## config.mk

```make
export PLATFORM = sky130hd
export DESIGN_NAME = ods_sync_ctrl
export DESIGN_NICKNAME = d
export VERILOG_FILES = /design/src/ods_pkg.sv /design/src/ods_sync_ctrl.sv
export SDC_FILE = /design/constraint.sdc
export NUM_CORES = 1
export LEC_CHECK = 0
export BUFFER_PORTS_ARGS = -buffer_cell sky130_fd_sc_hd__buf_2
export CAP_MARGIN = 40
export CORE_MARGIN = 5
export CORE_UTILIZATION = 44
export DETAILED_ROUTE_END_ITERATION = 7
export PLACE_DENSITY = 0.78
export SLEW_MARGIN = 20
export SYNTH_ARGS = -nofsm -noshare
export SYNTH_HDL_FRONTEND = slang
export SYNTH_SLANG_ARGS = --single-unit
```

## constraint.sdc

```tcl
create_clock -name clock_i -period 14 [get_ports clock_i]
set_input_delay 2.8 -clock clock_i [delete_from_list [all_inputs] [get_ports clock_i]]
set_output_delay 2.8 -clock clock_i [all_outputs]
set_load 0.05 [all_outputs]
```

## src/ods_pkg.sv

```systemverilog
// Constants, types and helpers for the output divider sync controller
// Functional notes
// - Sync pin low then high starts alignment
// - Soft sync, soft reset, distribution power-down trigger alignment
// - Alignment runs automatically at power-up
// - Reset pin low then release aligns outputs
// - Sleep pin low then release aligns outputs
// - VCO calibration holds alignment until done
// - Release 14 to 15 cycles after pin rise, 15 to 16 with the VCO divider bypassed
// - Up to one cycle pin sampling uncertainty
// - Soft sync bit acts only on update
// - Held channels sit at preset, resume together
// - Excluded channels keep clocking through alignment
// - Alignment covers both pair outputs, CMOS too
// - Delay over half period stops output
// - CMOS mode turns output A on
// - One power-down for both; B only with A
// - Three-bit polarity field per output, shared by its two single-ended outputs
// - Differential polarity and power control per output
// - Power-on loads defaults then aligns
// - Reset pin restores defaults asynchronously
// - Soft reset needs both bits, no update
// - Coarse phase is 16 x start-high + offset
package ods_pkg;

  localparam int unsigned NUM_CH       = 4;
  localparam int unsigned OFFSET_W     = 4;
  localparam int unsigned PHASE_W      = OFFSET_W + 1;
  localparam int unsigned DIV_W        = 4;
  localparam int unsigned FRAC_W       = 6;
  localparam int unsigned POL_W        = 3;
  localparam int unsigned SRST_W       = 2;
  localparam int unsigned LAT_W        = 5;

  localparam logic [FRAC_W-1:0] FRAC_MAX    = 6'h2F;
  localparam logic [SRST_W-1:0] SRST_ALL    = 2'h3;
  localparam int unsigned       SYNC_LAT_MIN = 14;
  localparam int unsigned       SYNC_STAGES  = 2;
  localparam logic [LAT_W-1:0]  LAT_BASE     = LAT_W'(SYNC_LAT_MIN - SYNC_STAGES - 1);
  localparam logic [LAT_W-1:0]  LAT_EXTRA    = 5'h01;

  typedef enum logic [2:0] {
    ST_HOLD  = 3'h1,
    ST_COUNT = 3'h2,
    ST_RUN   = 3'h4
  } ods_state_e;

  // Coarse phase: start-high weighs 16, offset adds below it
  function automatic logic [PHASE_W-1:0] ods_phase(input logic start_hi, input logic [OFFSET_W-1:0] ofs);
    ods_phase = {start_hi, ofs};
  endfunction : ods_phase

  // Bit 2 flips both, bits 1:0 flip B and A on their own
  function automatic logic [1:0] ods_pol(input logic [POL_W-1:0] code);
    ods_pol = code[1:0] ^ {2{code[2]}};
  endfunction : ods_pol

endpackage : ods_pkg

```

## src/ods_sync_ctrl.sv

```systemverilog
// Output divider alignment, output enables and polarity for all channels
`timescale 1ns/1ps
`default_nettype none
module ods_sync_ctrl #(
  parameter int unsigned NCH = ods_pkg::NUM_CH
) (
  input  wire logic                              clock_i,
  input  wire logic                              rst_i,
  input  wire logic                              chip_reset_n_i,
  input  wire logic                              sync_n_i,
  input  wire logic                              chip_sleep_n_i,
  input  wire logic                              vco_cal_busy_i,
  input  wire logic                              vco_div_used_i,
  input  wire logic                              soft_sync_stage_i,
  input  wire logic                              update_regs_i,
  input  wire logic [ods_pkg::SRST_W-1:0]        soft_reset_i,
  input  wire logic                              dist_pwr_down_i,
  input  wire logic [NCH-1:0]                    exclude_i,
  input  wire logic [NCH-1:0]                    initial_level_high_i,
  input  wire logic [NCH*ods_pkg::OFFSET_W-1:0]  coarse_phase_offset_i,
  input  wire logic [NCH*ods_pkg::DIV_W-1:0]     high_cycles_i,
  input  wire logic [NCH*ods_pkg::DIV_W-1:0]     low_cycles_i,
  input  wire logic [NCH-1:0]                    cmos_mode_i,
  input  wire logic [NCH-1:0]                    out_pwr_down_i,
  input  wire logic [NCH-1:0]                    b_enable_i,
  input  wire logic [NCH*ods_pkg::POL_W-1:0]     cmos_polarity_i,
  input  wire logic [NCH-1:0]                    diff_invert_i,
  input  wire logic [NCH*ods_pkg::FRAC_W-1:0]    fine_frac_i,
  input  wire logic [NCH-1:0]                    delay_over_half_i,
  output logic                                   sync_active_o,
  output logic                                   soft_sync_o,
  output logic [NCH-1:0]                         frac_bad_o,
  output logic [NCH-1:0]                         diff_o,
  output logic [NCH-1:0]                         diff_en_o,
  output logic [NCH-1:0]                         a_o,
  output logic [NCH-1:0]                         a_en_o,
  output logic [NCH-1:0]                         b_o,
  output logic [NCH-1:0]                         b_en_o
);
  import ods_pkg::*;

  // Reset pin clears state at once, without waiting for a clock
  logic hard_rst;
  assign hard_rst = rst_i | ~chip_reset_n_i;

  logic sync_s1_ff, sync_s2_ff, sync_prev_ff;
  logic sleep_s1_ff, sleep_s2_ff;
  logic por_sync_ff;
  logic soft_sync_ff;
  logic hold_req, pin_rise, soft_rst_act;
  ods_state_e state_ff, nxt_state;
  logic [LAT_W-1:0] lat_ff;
  logic [LAT_W-1:0] lat_load;

  always_ff @(posedge clock_i or posedge hard_rst) begin
    if (hard_rst) begin
      sync_s1_ff   <= 1'b1;
      sync_s2_ff   <= 1'b1;
      sync_prev_ff <= 1'b1;
      sleep_s1_ff  <= 1'b1;
      sleep_s2_ff  <= 1'b1;
    end else begin
      sync_s1_ff   <= sync_n_i;
      sync_s2_ff   <= sync_s1_ff;
      sync_prev_ff <= sync_s2_ff;
      sleep_s1_ff  <= chip_sleep_n_i;
      sleep_s2_ff  <= sleep_s1_ff;
    end
  end

  assign pin_rise = sync_s2_ff & ~sync_prev_ff;

  // Held high for the first cycle after rst_i or reset pin release
  always_ff @(posedge clock_i or posedge hard_rst) begin
    if (hard_rst) begin
      por_sync_ff <= 1'b1;
    end else begin
      por_sync_ff <= 1'b0;
    end
  end

  assign soft_rst_act = (soft_reset_i == SRST_ALL);

  // Staged bit is ignored until the update strobe copies it
  always_ff @(posedge clock_i or posedge hard_rst) begin
    if (hard_rst) begin
      soft_sync_ff <= 1'b0;
    end else if (soft_rst_act) begin
      soft_sync_ff <= 1'b0;
    end else if (update_regs_i) begin
      soft_sync_ff <= soft_sync_stage_i;
    end
  end

  assign hold_req = ~sync_s2_ff | soft_sync_ff | soft_rst_act | dist_pwr_down_i
                  | ~sleep_s2_ff | vco_cal_busy_i | por_sync_ff;

  // Pin path already spent its synchronizer cycles; the extra cycle applies
  // when the VCO divider is bypassed, else its short cycle is absorbed
  assign lat_load = vco_div_used_i ? LAT_BASE : LAT_W'(LAT_BASE + LAT_EXTRA);

  always_comb begin
    nxt_state = state_ff;
    unique case (state_ff)
      ST_HOLD:  if (!hold_req) nxt_state = ST_COUNT;
      ST_COUNT: begin
        if (hold_req) begin
          nxt_state = ST_HOLD;
        end else if (lat_ff == '0) begin
          nxt_state = ST_RUN;
        end
      end
      ST_RUN:   if (hold_req) nxt_state = ST_HOLD;
      default:  nxt_state = ST_HOLD;
    endcase
  end

  always_ff @(posedge clock_i or posedge hard_rst) begin
    if (hard_rst) begin
      state_ff <= ST_HOLD;
    end else begin
      state_ff <= nxt_state;
    end
  end

  always_ff @(posedge clock_i or posedge hard_rst) begin
    if (hard_rst) begin
      lat_ff <= '0;
    end else if (state_ff == ST_HOLD) begin
      lat_ff <= lat_load;
    end else if (state_ff == ST_COUNT && lat_ff != '0) begin
      lat_ff <= lat_ff - 1'b1;
    end
  end

  logic running;
  assign running       = (state_ff == ST_RUN);
  assign sync_active_o = ~running;
  assign soft_sync_o   = soft_sync_ff;

  logic [NCH-1:0] lvl_ff;
  logic [DIV_W-1:0]    cnt_ff  [NCH];
  logic [OFFSET_W-1:0] wait_ff [NCH];
  logic awake;
  assign awake = sleep_s2_ff & ~dist_pwr_down_i;

  for (genvar i = 0; i < NCH; i++) begin : g_ch
    logic [PHASE_W-1:0] phase;
    logic [DIV_W-1:0]   limit;
    logic [1:0]         pol;
    logic               stop;
    assign phase = ods_phase(initial_level_high_i[i], coarse_phase_offset_i[i*OFFSET_W +: OFFSET_W]);
    assign limit = lvl_ff[i] ? high_cycles_i[i*DIV_W +: DIV_W] : low_cycles_i[i*DIV_W +: DIV_W];
    assign stop  = delay_over_half_i[i] | frac_bad_o[i];
    assign pol   = ods_pol(cmos_polarity_i[i*POL_W +: POL_W]);

    // Preset sits static until release, so all held channels start together
    always_ff @(posedge clock_i or posedge hard_rst) begin
      if (hard_rst) begin
        lvl_ff[i]  <= 1'b0;
        cnt_ff[i]  <= '0;
        wait_ff[i] <= '0;
      end else if (!running && !exclude_i[i]) begin
        lvl_ff[i]  <= phase[PHASE_W-1];
        cnt_ff[i]  <= '0;
        wait_ff[i] <= phase[OFFSET_W-1:0];
      end else if (stop) begin
        lvl_ff[i]  <= lvl_ff[i];
      end else if (wait_ff[i] != '0) begin
        wait_ff[i] <= wait_ff[i] - 1'b1;
      end else if (cnt_ff[i] == limit) begin
        cnt_ff[i]  <= '0;
        lvl_ff[i]  <= ~lvl_ff[i];
      end else begin
        cnt_ff[i]  <= cnt_ff[i] + 1'b1;
      end
    end

    always_ff @(posedge clock_i or posedge hard_rst) begin
      if (hard_rst) begin
        frac_bad_o[i] <= 1'b0;
        diff_o[i]     <= 1'b0;
        a_o[i]        <= 1'b0;
        b_o[i]        <= 1'b0;
        diff_en_o[i]  <= 1'b0;
        a_en_o[i]     <= 1'b0;
        b_en_o[i]     <= 1'b0;
      end else begin
        frac_bad_o[i] <= fine_frac_i[i*FRAC_W +: FRAC_W] > FRAC_MAX;
        diff_o[i]     <= lvl_ff[i] ^ diff_invert_i[i];
        a_o[i]        <= lvl_ff[i] ^ pol[0];
        b_o[i]        <= lvl_ff[i] ^ pol[1];
        diff_en_o[i]  <= awake & ~cmos_mode_i[i] & ~out_pwr_down_i[i];
        a_en_o[i]     <= awake & cmos_mode_i[i] & ~out_pwr_down_i[i];
        b_en_o[i]     <= awake & cmos_mode_i[i] & ~out_pwr_down_i[i] & b_enable_i[i];
      end
    end
  end

  hold_enter_a: assert property (@(posedge clock_i) disable iff (hard_rst)
    (state_ff == ST_HOLD && !hold_req) |=> state_ff == ST_COUNT)
    else $error("hold did not start latency count");

  release_lat_a: assert property (@(posedge clock_i) disable iff (hard_rst)
    (state_ff == ST_COUNT && !hold_req && lat_ff == '0) |=> state_ff == ST_RUN)
    else $error("release not on latency end");

  count_len_a: assert property (@(posedge clock_i) disable iff (hard_rst)
    (state_ff == ST_HOLD ##1 state_ff == ST_COUNT) |-> lat_ff == $past(lat_load))
    else $error("latency count loaded wrong");

  sleep_hold_a: assert property (@(posedge clock_i) disable iff (hard_rst)
    !sleep_s2_ff |=> state_ff == ST_HOLD)
    else $error("sleep did not hold outputs");

  vco_hold_a: assert property (@(posedge clock_i) disable iff (hard_rst)
    vco_cal_busy_i |=> !running)
    else $error("vco calibration did not hold");

  soft_upd_a: assert property (@(posedge clock_i) disable iff (hard_rst)
    (!update_regs_i && !soft_rst_act) |=> soft_sync_ff == $past(soft_sync_ff))
    else $error("soft sync changed without update");

  preset_a: assert property (@(posedge clock_i) disable iff (hard_rst)
    (!running && !exclude_i[0]) |=> lvl_ff[0] == $past(initial_level_high_i[0]))
    else $error("held channel not at preset level");

  excl_run_a: assert property (@(posedge clock_i) disable iff (hard_rst)
    (exclude_i[0] && !g_ch[0].stop && wait_ff[0] == '0)
    |=> (cnt_ff[0] != $past(cnt_ff[0]) || lvl_ff[0] != $past(lvl_ff[0])))
    else $error("excluded channel stopped");

  stop_a: assert property (@(posedge clock_i) disable iff (hard_rst)
    (running && delay_over_half_i[0]) |=> $stable(lvl_ff[0]))
    else $error("over-long delay still toggles");

  frac_a: assert property (@(posedge clock_i) disable iff (hard_rst)
    fine_frac_i[FRAC_W-1:0] > FRAC_MAX |=> frac_bad_o[0])
    else $error("bad fraction not flagged");

  b_needs_a_a: assert property (@(posedge clock_i) disable iff (hard_rst)
    b_en_o[0] |-> a_en_o[0])
    else $error("B enabled without A");

  cmos_a_a: assert property (@(posedge clock_i) disable iff (hard_rst)
    (awake && cmos_mode_i[0] && !out_pwr_down_i[0]) |=> a_en_o[0] && !diff_en_o[0])
    else $error("CMOS A not enabled");

  dpd_hold_a: assert property (@(posedge clock_i) disable iff (hard_rst)
    dist_pwr_down_i |=> state_ff == ST_HOLD)
    else $error("distribution power-down did not hold");

  soft_hold_a: assert property (@(posedge clock_i) disable iff (hard_rst)
    soft_sync_ff |=> !running)
    else $error("soft sync did not hold");

  srst_hold_a: assert property (@(posedge clock_i) disable iff (hard_rst)
    soft_rst_act |=> state_ff == ST_HOLD && !soft_sync_ff)
    else $error("soft reset did not hold and clear");

  por_hold_a: assert property (@(posedge clock_i) disable iff (hard_rst)
    por_sync_ff |=> state_ff == ST_HOLD)
    else $error("power-up alignment skipped");

  pin_hold_a: assert property (@(posedge clock_i) disable iff (hard_rst)
    !sync_s2_ff |=> state_ff == ST_HOLD)
    else $error("sync pin low did not hold");

  sync_chain_a: assert property (@(posedge clock_i) disable iff (hard_rst)
    sync_s2_ff == $past(sync_s1_ff))
    else $error("sync pin skipped a stage");

  pair_pol_a: assert property (@(posedge clock_i) disable iff (hard_rst)
    !hard_rst |=> (a_o[0] ^ b_o[0]) == $past(g_ch[0].pol[0] ^ g_ch[0].pol[1]))
    else $error("pair outputs not from one level");

  diff_pol_a: assert property (@(posedge clock_i) disable iff (hard_rst)
    !hard_rst |=> diff_o[0] == ($past(lvl_ff[0]) ^ $past(diff_invert_i[0])))
    else $error("differential polarity wrong");

  diff_off_a: assert property (@(posedge clock_i) disable iff (hard_rst)
    (out_pwr_down_i[0] || cmos_mode_i[0]) |=> !diff_en_o[0])
    else $error("differential driver not off");

  pd_both_a: assert property (@(posedge clock_i) disable iff (hard_rst)
    out_pwr_down_i[0] |=> !a_en_o[0] && !b_en_o[0])
    else $error("power-down left a driver on");

  asleep_off_a: assert property (@(posedge clock_i) disable iff (hard_rst)
    !awake |=> !a_en_o[0] && !b_en_o[0] && !diff_en_o[0])
    else $error("driver on while asleep");

  wait_load_a: assert property (@(posedge clock_i) disable iff (hard_rst)
    (!running && !exclude_i[0]) |=> wait_ff[0] == $past(coarse_phase_offset_i[OFFSET_W-1:0]))
    else $error("phase offset preset wrong");

  pin_sync_c: cover property (@(posedge clock_i) disable iff (hard_rst)
    pin_rise ##1 state_ff == ST_COUNT);
  soft_sync_c: cover property (@(posedge clock_i) disable iff (hard_rst)
    soft_sync_ff ##[1:40] running);
  excl_c: cover property (@(posedge clock_i) disable iff (hard_rst)
    exclude_i[0] && !running && lvl_ff[0] != $past(lvl_ff[0]));
  stop_c: cover property (@(posedge clock_i) disable iff (hard_rst)
    running && delay_over_half_i[0] ##1 running);
  srst_c: cover property (@(posedge clock_i) disable iff (hard_rst)
    soft_rst_act ##[1:4] !running);

endmodule : ods_sync_ctrl
`default_nettype wire

```

### After elaboration in Yosys (flattened, before gate mapping)

Cells that the tools add are included.

| storage, ports and cells | value |
|---|---|
| register bits after elaboration | 78 |
| bits of input ports | 124 |
| output and inout port bits | 30 |
| word-level logic and storage cells | 242 |

| operators by class | value |
|---|---|
| $add $sub $neg | 9 |
| magnitude comparators | 4 |
| eq/ne operators | 19 |
| mux-type cells | 58 |
| bitwise operators | 65 |
| reduce and logical (&&, ||, !) cells | 39 |

Operators by type and width:

| cell | count |
|---|---|
| $mux 4 | 32 |
| $gt 6x6->1 const B | 4 |
| $and 1x1->1 | 21 |
| $reduce_bool 2->1 | 10 |
| $mux 1 | 18 |
| $not 1->1 | 17 |
| $add 4x1->4 const B | 4 |
| $eq 4x4->1 | 4 |
| $reduce_and 2->1 | 8 |
| $reduce_bool 4->1 | 4 |
| $sub 4x1->4 const B | 4 |
| $mux 3 | 5 |
| $reduce_and 3->1 | 5 |
| $ne 2x2->1 const B | 6 |
| $xor 1x1->1 | 12 |
| $or 1x1->1 | 11 |
| $mux 5 | 2 |
| $pmux 3 s3 | 1 |
| $ne 2x1->1 const B | 4 |
| $xor 2x2->2 | 4 |
| $logic_and 1x1->1 | 5 |
| $logic_not 1->1 | 5 |
| $logic_not 5->1 | 1 |
| $reduce_bool 5->1 | 1 |
| other kinds (6) | 6 |

### Depth between registers and ports, before layout

Gate-level depths: netlist of run 1.

| depth | value |
|---|---|
| depth in word-level cells | 9 |
| gate-level depth with buffers | 8 |
| mapped depth without buffers | 7 |

### Worst setup path before layout of run 1

No wires, ideal clock.

| timing path | value |
|---|---|
| path kind | input-to-reg |
| start | input high_cycles_i[12] (netlist name) |
| end | register cnt_ff[3] (netlist name) |
| setup time | 82 ps |
| data arrival time | 3918 ps |
| data required time | 13918 ps |
| slack | 10001 ps |
| stages | 5 |
| buffers on the path | 0 |
| path through | mux2i_1 > xnor2_1 > and4bb_1 > or4_1 > a31oi_1 |

| on the way | value |
|---|---|
| word-level cells in the longest chain between the ends | 6 |

RTL lines:

| what | RTL line | RTL |
|---|---|---|
| from (decl) | ods_sync_ctrl.sv:21 | `input wire logic [NCH*ods_pkg::DIV_W-1:0] high_cycles_i,` |
| $mux 4 | ods_sync_ctrl.sv:153 | `assign limit = lvl_ff[i] ? high_cycles_i[i*DIV_W +: DIV_W] : low_cycles_i[i*DIV_W +: DIV_W];` |
| $eq 4x4->1 | ods_sync_ctrl.sv:171 | `end else if (cnt_ff[i] == limit) begin` |
| $mux 4 | ods_sync_ctrl.sv:171 |  |
| $mux 4 | ods_sync_ctrl.sv:169 | `end else if (wait_ff[i] != '0) begin` |
| $mux 4 | ods_sync_ctrl.sv:167 | `end else if (stop) begin` |
| $mux 4 | ods_sync_ctrl.sv:163 | `end else if (!running && !exclude_i[i]) begin` |
| to (signal, indexed assignment) | ods_sync_ctrl.sv:175 | `cnt_ff[i] <= cnt_ff[i] + 1'b1;` |
| to (decl) | ods_sync_ctrl.sv:142 | `logic [DIV_W-1:0] cnt_ff [NCH];` |

Every way passes these cells. The select of a mux whose other input is x is not followed.
A chain may end at the register's enable or synchronous reset.

### Worst setup path after layout of run 1

| timing path | value |
|---|---|
| start | register state_ff[1] |
| end | output sync_active_o |

| on the way | value |
|---|---|
| word-level cells in the longest chain between the ends | 2 |

RTL lines:

| what | RTL line | RTL |
|---|---|---|
| from (decl) | ods_sync_ctrl.sv:51 | `ods_state_e state_ff, nxt_state;` |
| from (signal assigned) | ods_sync_ctrl.sv:122 | `state_ff <= nxt_state;` |
| $eq 3x3->1 | ods_sync_ctrl.sv:137 | `assign running = (state_ff == ST_RUN);` |
| $not 1->1 | ods_sync_ctrl.sv:138 | `assign sync_active_o = ~running;` |
| to (decl) | ods_sync_ctrl.sv:30 | `output logic sync_active_o,` |

Every way passes these cells.

==> run metrics, run 1 <==
main area contributors after synthesis=dfrtp_1, xnor2_1, mux2i_1; post-synthesis cell type count=49; Logic pwr share=22.6%; root buffer cell=clkbuf_8; vias in the first global route=3291; total of max-cap violations=0; router iterations before antenna repair=4; area share of the largest cell type after synthesis=45.1%; CP max FO=10; WP data required=between 10000 and 15000 ps; ys flop type=dfrtp_1; setup_tns=0 ps; CTS buffer count=9; core area=0.00881 sq mm; Max Root-Sink Buffers=2; via count=approximately 3200; grt ovf=0; RSZ-0062 raised after global routing=no; effective utilization at floorplan=45.4%; HP Class=reg2reg; first-pass GRT wire length=between 10000 and 15000 um; initial antenna violation count=0; Synth top cells by count=dfrtp_1, xnor2_1, nor2_1, nand2_1, o21ai_0; H-tree lvl count=3; Final Cycle Share=31.6%; Clock Sinks=a little under 80; actual slew at the worst max-slew pin=704 ps; DIE AREA=0.0111 sq mm; VDD IR max=0.0599 mV; worst setup path class=reg2out; Place WS=9750 ps; post-route ant nets=0; endpoints failing setup=0; Vias/cell=5.02; Max Slew Vio Count=0; DR WL/cell=13.6 um; Mapped Cells=375; GPL Wtd Cong=just under 0.8; clk_lat worst skew=340 ps; min Tclk post-route=4420 ps; Lkg Pwr=2.43 nW; Max Clock Skew=between 10 and 15 ps; Final nets=651; die extent in x=105 um; Area Overhead vs Synth=25.6%; initial drt markers=98; clock slew at reported path FFs=about 90 ps; CP arrival=1620 ps; Clock power frac=32.4%; CTS resizes=0; highest clock rate=226 MHz; final hold vios=0; largest net degree at the start of global routing=45; synth warn=0; # rows=34; hold buffers post-CTS=0; worst rel slew slack=52.9%; status=complete, no violations; Die Ht=105 um; Setup crit start kind=register; area leader, netlist=dfrtp_1; switching part of the total=31.2%; setup slack after layout=approximately 9600 ps; Switch Pwr=0.000181 W; # DRC=0; most common cell in the netlist=dfrtp_1; Async S/R FF share, synth=100%; PortBufs=approximately 140; Crit. End Element=output port; layout cells sized above 1=approximately a third; n_diodes=0; # Post-CTS Setup Buffers=0; Sequential Power Share=between 40% and 50%; Seq cells post-synth=78; design internal power=0.000399 W; synthesized area=between 0.003 and 0.004 sq mm; Avg Inst Size Synth=10.7 sq um; GRT Util Overall=about 16%; Post-DP HPWL=approximately 6800 um; register area share after synthesis=roughly half; Syn Nets=509; Post-synth EDFFs=0; pwr dens=roughly 120 mW/mm^2; CTS tree=built; io pins=154; final WL=approximately 8600 um
[metrics by stage]
stage | util [%] | power (W) | hold slack, ps | area (sq um) | instances
global placement | 54.3 | 0.000392 | 346 | 4780 | 613
floorplan | - | 0.000361 | 345 | 4000 | 375
finish | 57.0 | 0.000580 | 360 | 5020 | 630
global route | 57.0 | 0.000611 | 367 | 5020 | 630
detailed placement | 54.5 | 0.000399 | 347 | 4800 | 614
CTS | 57.0 | 0.000589 | 360 | 5020 | 630
[kinds of logic (layout without fill, tap and decap cells)]
logic type      count (synthesis)  in the layout  share of synthesized area (%)
mux                            26             26                           6.73
buf+inv                        20            167                           2.41
flops                          78             78                           49.0
compound gates                 61             61                           9.79
other cells                     1              1                         0.0938
simple gates                  135            135                           19.2
fa+ha+maj                      10             10                           3.13
xor+xnor                       44             44                           9.64
[routing by layer]
metal	GRT usage [%]	up-vias	part of all wire (%)
met3	2.75	13	5.0
met2	27.1	77	51
met5	0	-	0
li1	-	1598	-
met1	18.6	1473	42
met4	7.22	0	1.9
[registers in the layout (all words and copies together), names as in the netlist, 3 cells and up]
name        cells
diff_o          4
lat_ff          5
b_en_o          4
a_en_o          4
wait_ff        16
state_ff        3
cnt_ff         16
b_o             4
lvl_ff          4
diff_en_o       4
a_o             4
frac_bad_o      4
[worst paths after layout]
| check | startpoint | to | slack [ps] | depth (start not counted) |
|---|---|---|---|---|
| worst max-delay path | state_ff[1] | sync_active_o | 9580 | 3 |
| worst min-delay path | sleep_s1_ff | sleep_s2_ff | 360 | 0 |
| worst max register to register | state_ff[1] | lvl_ff[0] | 11950 | 5 |
| worst min register to register | sleep_s1_ff | sleep_s2_ff | 360 | 0 |
| max in group asynchronous | rst_i | por_sync_ff | 10730 | 4 |
| min in group asynchronous | chip_reset_n_i | lat_ff[0] | 2610 | 3 |
[area by class of cell]
class                           count  area (sq um)
Timing Repair Buffer              139           713
Sequential cell                    78          1960
Clock inverter                      6          92.6
Clock buffer                       10           128
Fill cell                         785          3780
Inverter                           12          45.0
Tap cell                          108           135
Multi-Input combinational cell    277          1950
[power groups by stage]
stage	Combinational, W	Clock [W]	Sequential [W]
global route	0.000144	0.000203	0.000264
floorplan	0.0000681	0	0.000293
detailed placement	0.000133	0	0.000266
global placement	0.000128	0	0.000264
finish	0.000131	0.000188	0.000261
CTS	0.000133	0.000194	0.000261
[layout by cell type (no fill, tap or decap), types with 3 or more instances in the layout]
master / instances
buf_2: 137
dfrtp_1: 72
xnor2_1: 33
nor2_1: 29
nand2_1: 28
o21ai_0: 21
mux2i_1: 19
nor3_1: 13
inv_1: 12
and2_1: 11
a21oi_1: 11
xor2_1: 11
nand3_1: 11
ha_1: 10
nand2b_1: 9
clkbuf_8: 9
mux2_2: 7
nor3b_1: 6
dfstp_2: 6
o211ai_1: 5
or3_1: 5
a21o_1: 5
a211oi_1: 4
a22o_1: 4
nor4b_1: 3
or3b_2: 3
nor4_1: 3
[critical path, stage by stage (launching register included)]
cell     delay [ps]
dfrtp_1         430
nor3b_4         490
inv_1           120
buf_2           240
(Power assumes the default switching activity.)
==> run 2: changes to the inputs <==
--- a/config.mk
+++ b/config.mk
@@ -5,12 +5,13 @@
 export SDC_FILE = /design/constraint.sdc
 export NUM_CORES = 1
 export LEC_CHECK = 0
+export ABC_AREA = 1
 export BUFFER_PORTS_ARGS = -buffer_cell sky130_fd_sc_hd__buf_2
 export CAP_MARGIN = 40
 export CORE_MARGIN = 5
 export CORE_UTILIZATION = 44
 export DETAILED_ROUTE_END_ITERATION = 7
-export PLACE_DENSITY = 0.78
+export PLACE_DENSITY = 0.79
 export SLEW_MARGIN = 20
 export SYNTH_ARGS = -nofsm -noshare
 export SYNTH_HDL_FRONTEND = slang
==> constraint.sdc (replaced) <==
create_clock -name clock_i -period 3.8 [get_ports clock_i]
set_input_delay 0.76 -clock clock_i [delete_from_list [all_inputs] [get_ports clock_i]]
set_output_delay 0.76 -clock clock_i [all_outputs]
set_load 0.05 [all_outputs]
==> run metrics, run 2 <==
layer with the highest usage=met2; CP max FO=6; min Tclk post-route=between 2000 and 2500 ps; layout cells sized above 1=between 30% and 40%; highest clock rate=455 MHz; Max Clock Skew=10.7 ps; most common cell in the netlist=nand2_1; r2r startpoint=state_ff[0]; die extent in x=112 um; H-tree lvl count=3; CTS buffer count=9; first-pass GRT wire length=17300 um; setup_tns=0 ps; Async S/R FF share, synth=100%; Final nets=830; RR Endpoint=cnt_ff[14]; router iterations before antenna repair=4; RSZ-0062 raised after global routing=no; Syn Nets=688; HP Class=in2async; met3 Use GR=4.51%; root buffer cell=clkbuf_8; grt ovf=0; CP max stage delay=560 ps; synth warn=0; register area share after synthesis=43.1%; placed cell count=821; setup slack after layout=about 1600 ps; Mapped Cells=554; routing usage on met1=19.6%; CTS resizes=0; final hold vios=0; Switch Pwr=0.00102 W; worst hold margin=344 ps; clock slew at reported path FFs=80 ps; CP max stage cell=dfstp_2; met2 Use GR=28.8%; Post-DP HPWL=slightly below 8000 um; design internal power=0.00163 W; commonest non-fill, non-tap cell in the layout=nand2_1; via count=3979; final std cells w/o fill=837; Clock power frac=between 20% and 30%; area share of the largest cell type after synthesis=39.6%; Sequential Power Share=40.6%; most frequent cells in the layout=nand2_1, buf_2, inv_1, dfrtp_1, nand3_1; Top Registers=cnt_ff: 16 flops, wait_ff: 16 flops, lat_ff: 5 flops; Max Root-Sink Buffers=2; post-synthesis cell type count=34; Crit. End Element=output port; pwr dens=478 mW/mm^2; Clock Sinks=78; GPL Wtd Cong=0.842; r2r setup slk=around 2300 ps; synthesized area=approximately 0.0045 sq mm; PortBufs=137; worst setup path class=reg2out; io pins=154; WP data required=3040 ps; Area Overhead vs Synth=22.2%; r2r worst-path depth=7; Vias/cell=~4.8; effective utilization at floorplan=44.7%; status=complete, no violations; ys flop type=dfrtp_1; DIE AREA=0.0125 sq mm; hold buffers post-CTS=0; Die Ht=~110 um; n_diodes=0; initial drt markers=around 170; total of max-cap violations=0; Avg Inst Size Synth=8.21 sq um; vias in the first global route=3980; post-route ant nets=0; Seq cells post-synth=slightly below 80; Setup crit start kind=register; critical-path cell list=nor2_2, nand2_4, buf_2; DR WL/cell=11.9 um; VDD IR max=0.214 mV; Lkg Pwr=3.05 nW; CP arrival=1440 ps; Place WS=approximately 2000 ps; # rows=37; CTS tree=built; Max Slew Vio Count=0; GRT Util Overall=between 10% and 20%; Synth top cells by count=nand2_1, inv_1, dfrtp_1, nand3_1, xor2_1; Final Cycle Share=about 58%; initial antenna violation count=0; switching part of the total=38.5%; area leader, netlist=dfrtp_1; final WL=9990 um; largest net degree at the start of global routing=50; # Post-CTS Setup Buffers=0; core area=0.0102 sq mm; clk_lat worst skew=360 ps; # DRC=0; main area contributors after synthesis=dfrtp_1, nand2_1, inv_1; Post-synth EDFFs=0; endpoints failing setup=0; Logic pwr share=33.7%
## run 2: power groups by stage
stage          Combinational, W  Sequential [W]  Clock (W)
6_report               0.000895         0.00108   0.000684
5_1_grt                 0.00101         0.00110   0.000746
4_1_cts                0.000904         0.00108   0.000707
3_5_place_dp           0.000900         0.00110          0
3_3_place_gp           0.000862         0.00109          0
2_1_floorplan          0.000555         0.00123          0
## run 2: cell type report
cell class              count  area [sq um]
clock inverters             6          87.6
flip-flops and latches     78          1960
repair buffers            139           726
multi-input cells         386          2160
inverters                  82           328
fillers                   964          4620
clock buffers              10           128
well taps                 136           170
## run 2: metrics by stage
stage / area [sq um] / utilization [%] / total power [W]
final: 5560 / 54.6 / 0.00266
after global routing: 5560 / 54.6 / 0.00286
after CTS: 5560 / 54.6 / 0.00269
after detailed placement: 5350 / 52.5 / 0.00200
after global placement: 5330 / 52.3 / 0.00195
after floorplan: 4550 / - / 0.00179
## run 2: how the worst max path moves through the flow
stage	start	endpoint	slack (ps)	depth (start not counted)
2_1_floorplan	chip_reset_n_i	a_en_o[0]	350	2
3_3_place_gp	rst_i	sleep_s2_ff	1910	3
3_5_place_dp	state_ff[0]	sync_active_o	1970	3
4_1_cts	state_ff[0]	sync_active_o	1570	3
5_1_grt	state_ff[0]	sync_active_o	1540	3
6_report	state_ff[0]	sync_active_o	1600	3
## run 2: critical path: cells and delay by family, from the launching register on
kind / cells / cell delay [ps]
buffers and inverters: 1 / 300
AND/OR/NAND/NOR: 2 / 220
flip-flops: 1 / 560
## run 2: metal layers
metal,up-vias,part of all wire [%]
met5,-,0
li1,2044,-
met3,18,7.0
met2,117,49
met4,0,1.7
met1,1800,42
## run 2: kinds of logic (layout without fill, tap and decap cells)
kind of cell,after synthesis,in the layout,synth area share (%)
AND/OR/NAND/NOR,282,282,30.5
other,1,1,0.0824
XOR/XNOR,34,34,6.55
adder cells (fa/ha/maj),10,10,2.75
flip-flops,78,78,43.1
AO/OA/AOI/OAI,59,59,7.51
buffers and inverters,90,237,9.54
==> run 3: changes to the inputs <==
==> constraint.sdc (replaced) <==
create_clock -name clock_i -period 1.8 [get_ports clock_i]
set_input_delay 0.36 -clock clock_i [delete_from_list [all_inputs] [get_ports clock_i]]
set_output_delay 0.36 -clock clock_i [all_outputs]
set_load 0.05 [all_outputs]
==> run metrics, run 3 (synthesized netlist as in run 2, its figures left out) <==
status=complete, no violations; CTS tree=built; hold buffers post-CTS=0; Final nets=829; worst hold margin=116 ps; # Post-CTS Setup Buffers=0; H-tree lvl count=3; total of max-cap violations=0; via count=3950; worst setup path class=reg2out; layout cells sized above 1=between 30 and 40%; VDD IR max=0.533 mV; initial drt markers=134; Max Slew Vio Count=0; effective utilization at floorplan=44.7%; r2r startpoint=state_ff[0]; Setup crit start kind=register; # rows=37; vias in the first global route=~4000; post-route ant nets=0; endpoints failing setup=0; router iterations before antenna repair=4; RSZ-0062 raised after global routing=no; CP max FO=6; CTS resizes=1; WP data required=1440 ps; RR Endpoint=lvl_ff[1]; # DRC=0; largest net degree at the start of global routing=79; switching part of the total=between 30% and 40%; Max Clock Skew=about 10 ps; Logic pwr share=34.1%; final std cells w/o fill=836; initial antenna violation count=0; depth of the worst hold-timing path=1; GPL Wtd Cong=0.869; CP arrival=1330 ps; Die Ht=112 um; Worst Hold End=sync_s1_ff; Max Root-Sink Buffers=2; Clock power frac=24.4%; min Tclk post-route=1690 ps; CP max stage delay=570 ps; design internal power=0.00335 W; HP Start=sync_n_i; r2r worst-path depth=8; DR WL/cell=between 10 and 15 um; Overall Power=between 0.005 and 0.006 W; DIE AREA=between 0.01 and 0.015 sq mm; CTS buffer count=9; CP max stage cell=dfstp_2; Lkg Pwr=3.03 nW; first-pass GRT wire length=16600 um; pwr dens=about 990 mW/mm^2; Vias/cell=4.72; HP Class=in2reg; Final Cycle Share=94.0%; placed cell count=820; final hold vios=0; most frequent cells in the layout=nand2_1, buf_2, inv_1, dfrtp_1, nand3_1; n_diodes=0; Clock Sinks=78; core area=approximately 0.010 sq mm; Switch Pwr=0.00214 W; final WL=9710 um; io pins=154; critical-path cell list=nor2_2, nand2_4, buf_6; Sequential Power Share=41.5%; r2r setup slk=approximately 270 ps; highest clock rate=approximately 590 MHz; GRT Util Overall=15.7%; grt ovf=0; commonest non-fill, non-tap cell in the layout=nand2_1; root buffer cell=clkbuf_8; clock slew at reported path FFs=80 ps; clk_lat worst skew=350 ps; Crit. End Element=output port; Area Overhead vs Synth=21.9%; die extent in x=roughly 110 um; Post-DP HPWL=7550 um; Top Registers=cnt_ff: 16 flops, wait_ff: 16 flops, lat_ff: 5 flops; PortBufs=137
## run 3: routing by layer
layer  share of wire (%)  global-route usage, %
met5                   0                      0
met4                 1.7                   5.11
met3                 6.7                   4.57
met2                  49                   27.3
met1                  43                   18.6
## run 3: metrics by stage
stage / setup WS, ps / util, % / cell area [sq um] / setup TNS, ps
2_1_floorplan: -11.2 / - / 4570 / -805
3_3_place_gp: 363 / 52.4 / 5340 / 0
3_5_place_dp: 311 / 52.4 / 5340 / 0
4_1_cts: 35.3 / 54.4 / 5540 / 0
5_1_grt: 38.7 / 54.4 / 5550 / 0
6_report: 108 / 54.4 / 5550 / 0
## run 3: worst max-delay path: cells and delay by family (launching register included)
family,cells,cell delay [ps]
buffers and inverters,1,190
flip-flops,1,570
AND/OR/NAND/NOR,2,230
## run 3: power groups by stage
| stage | clock network, W | registers, W | logic, W |
|---|---|---|---|
| CTS | 0.00139 | 0.00228 | 0.00190 |
| floorplan | 0 | 0.00260 | 0.00117 |
| global route | 0.00147 | 0.00233 | 0.00211 |
| finish | 0.00134 | 0.00228 | 0.00187 |
| global placement | 0 | 0.00230 | 0.00182 |
| detailed placement | 0 | 0.00231 | 0.00189 |
## run 3: cell type report
cell class	count	area, sq um
fillers	932	4640
multi-input cells	386	2160
flip-flops and latches	78	1960
repair buffers	138	712
inverters	82	340
well taps	136	170
clock buffers	11	141
clock inverters	5	58.8
## run 3: worst max path at each step
stage | cells past startpoint | startpoint | end
2_1_floorplan | 2 | chip_reset_n_i | a_en_o[0]
4_1_cts | 3 | state_ff[0] | sync_active_o
3_3_place_gp | 8 | state_ff[0] | lvl_ff[1]
6_report | 3 | state_ff[0] | sync_active_o
5_1_grt | 3 | state_ff[0] | sync_active_o
3_5_place_dp | 8 | state_ff[0] | lvl_ff[1]
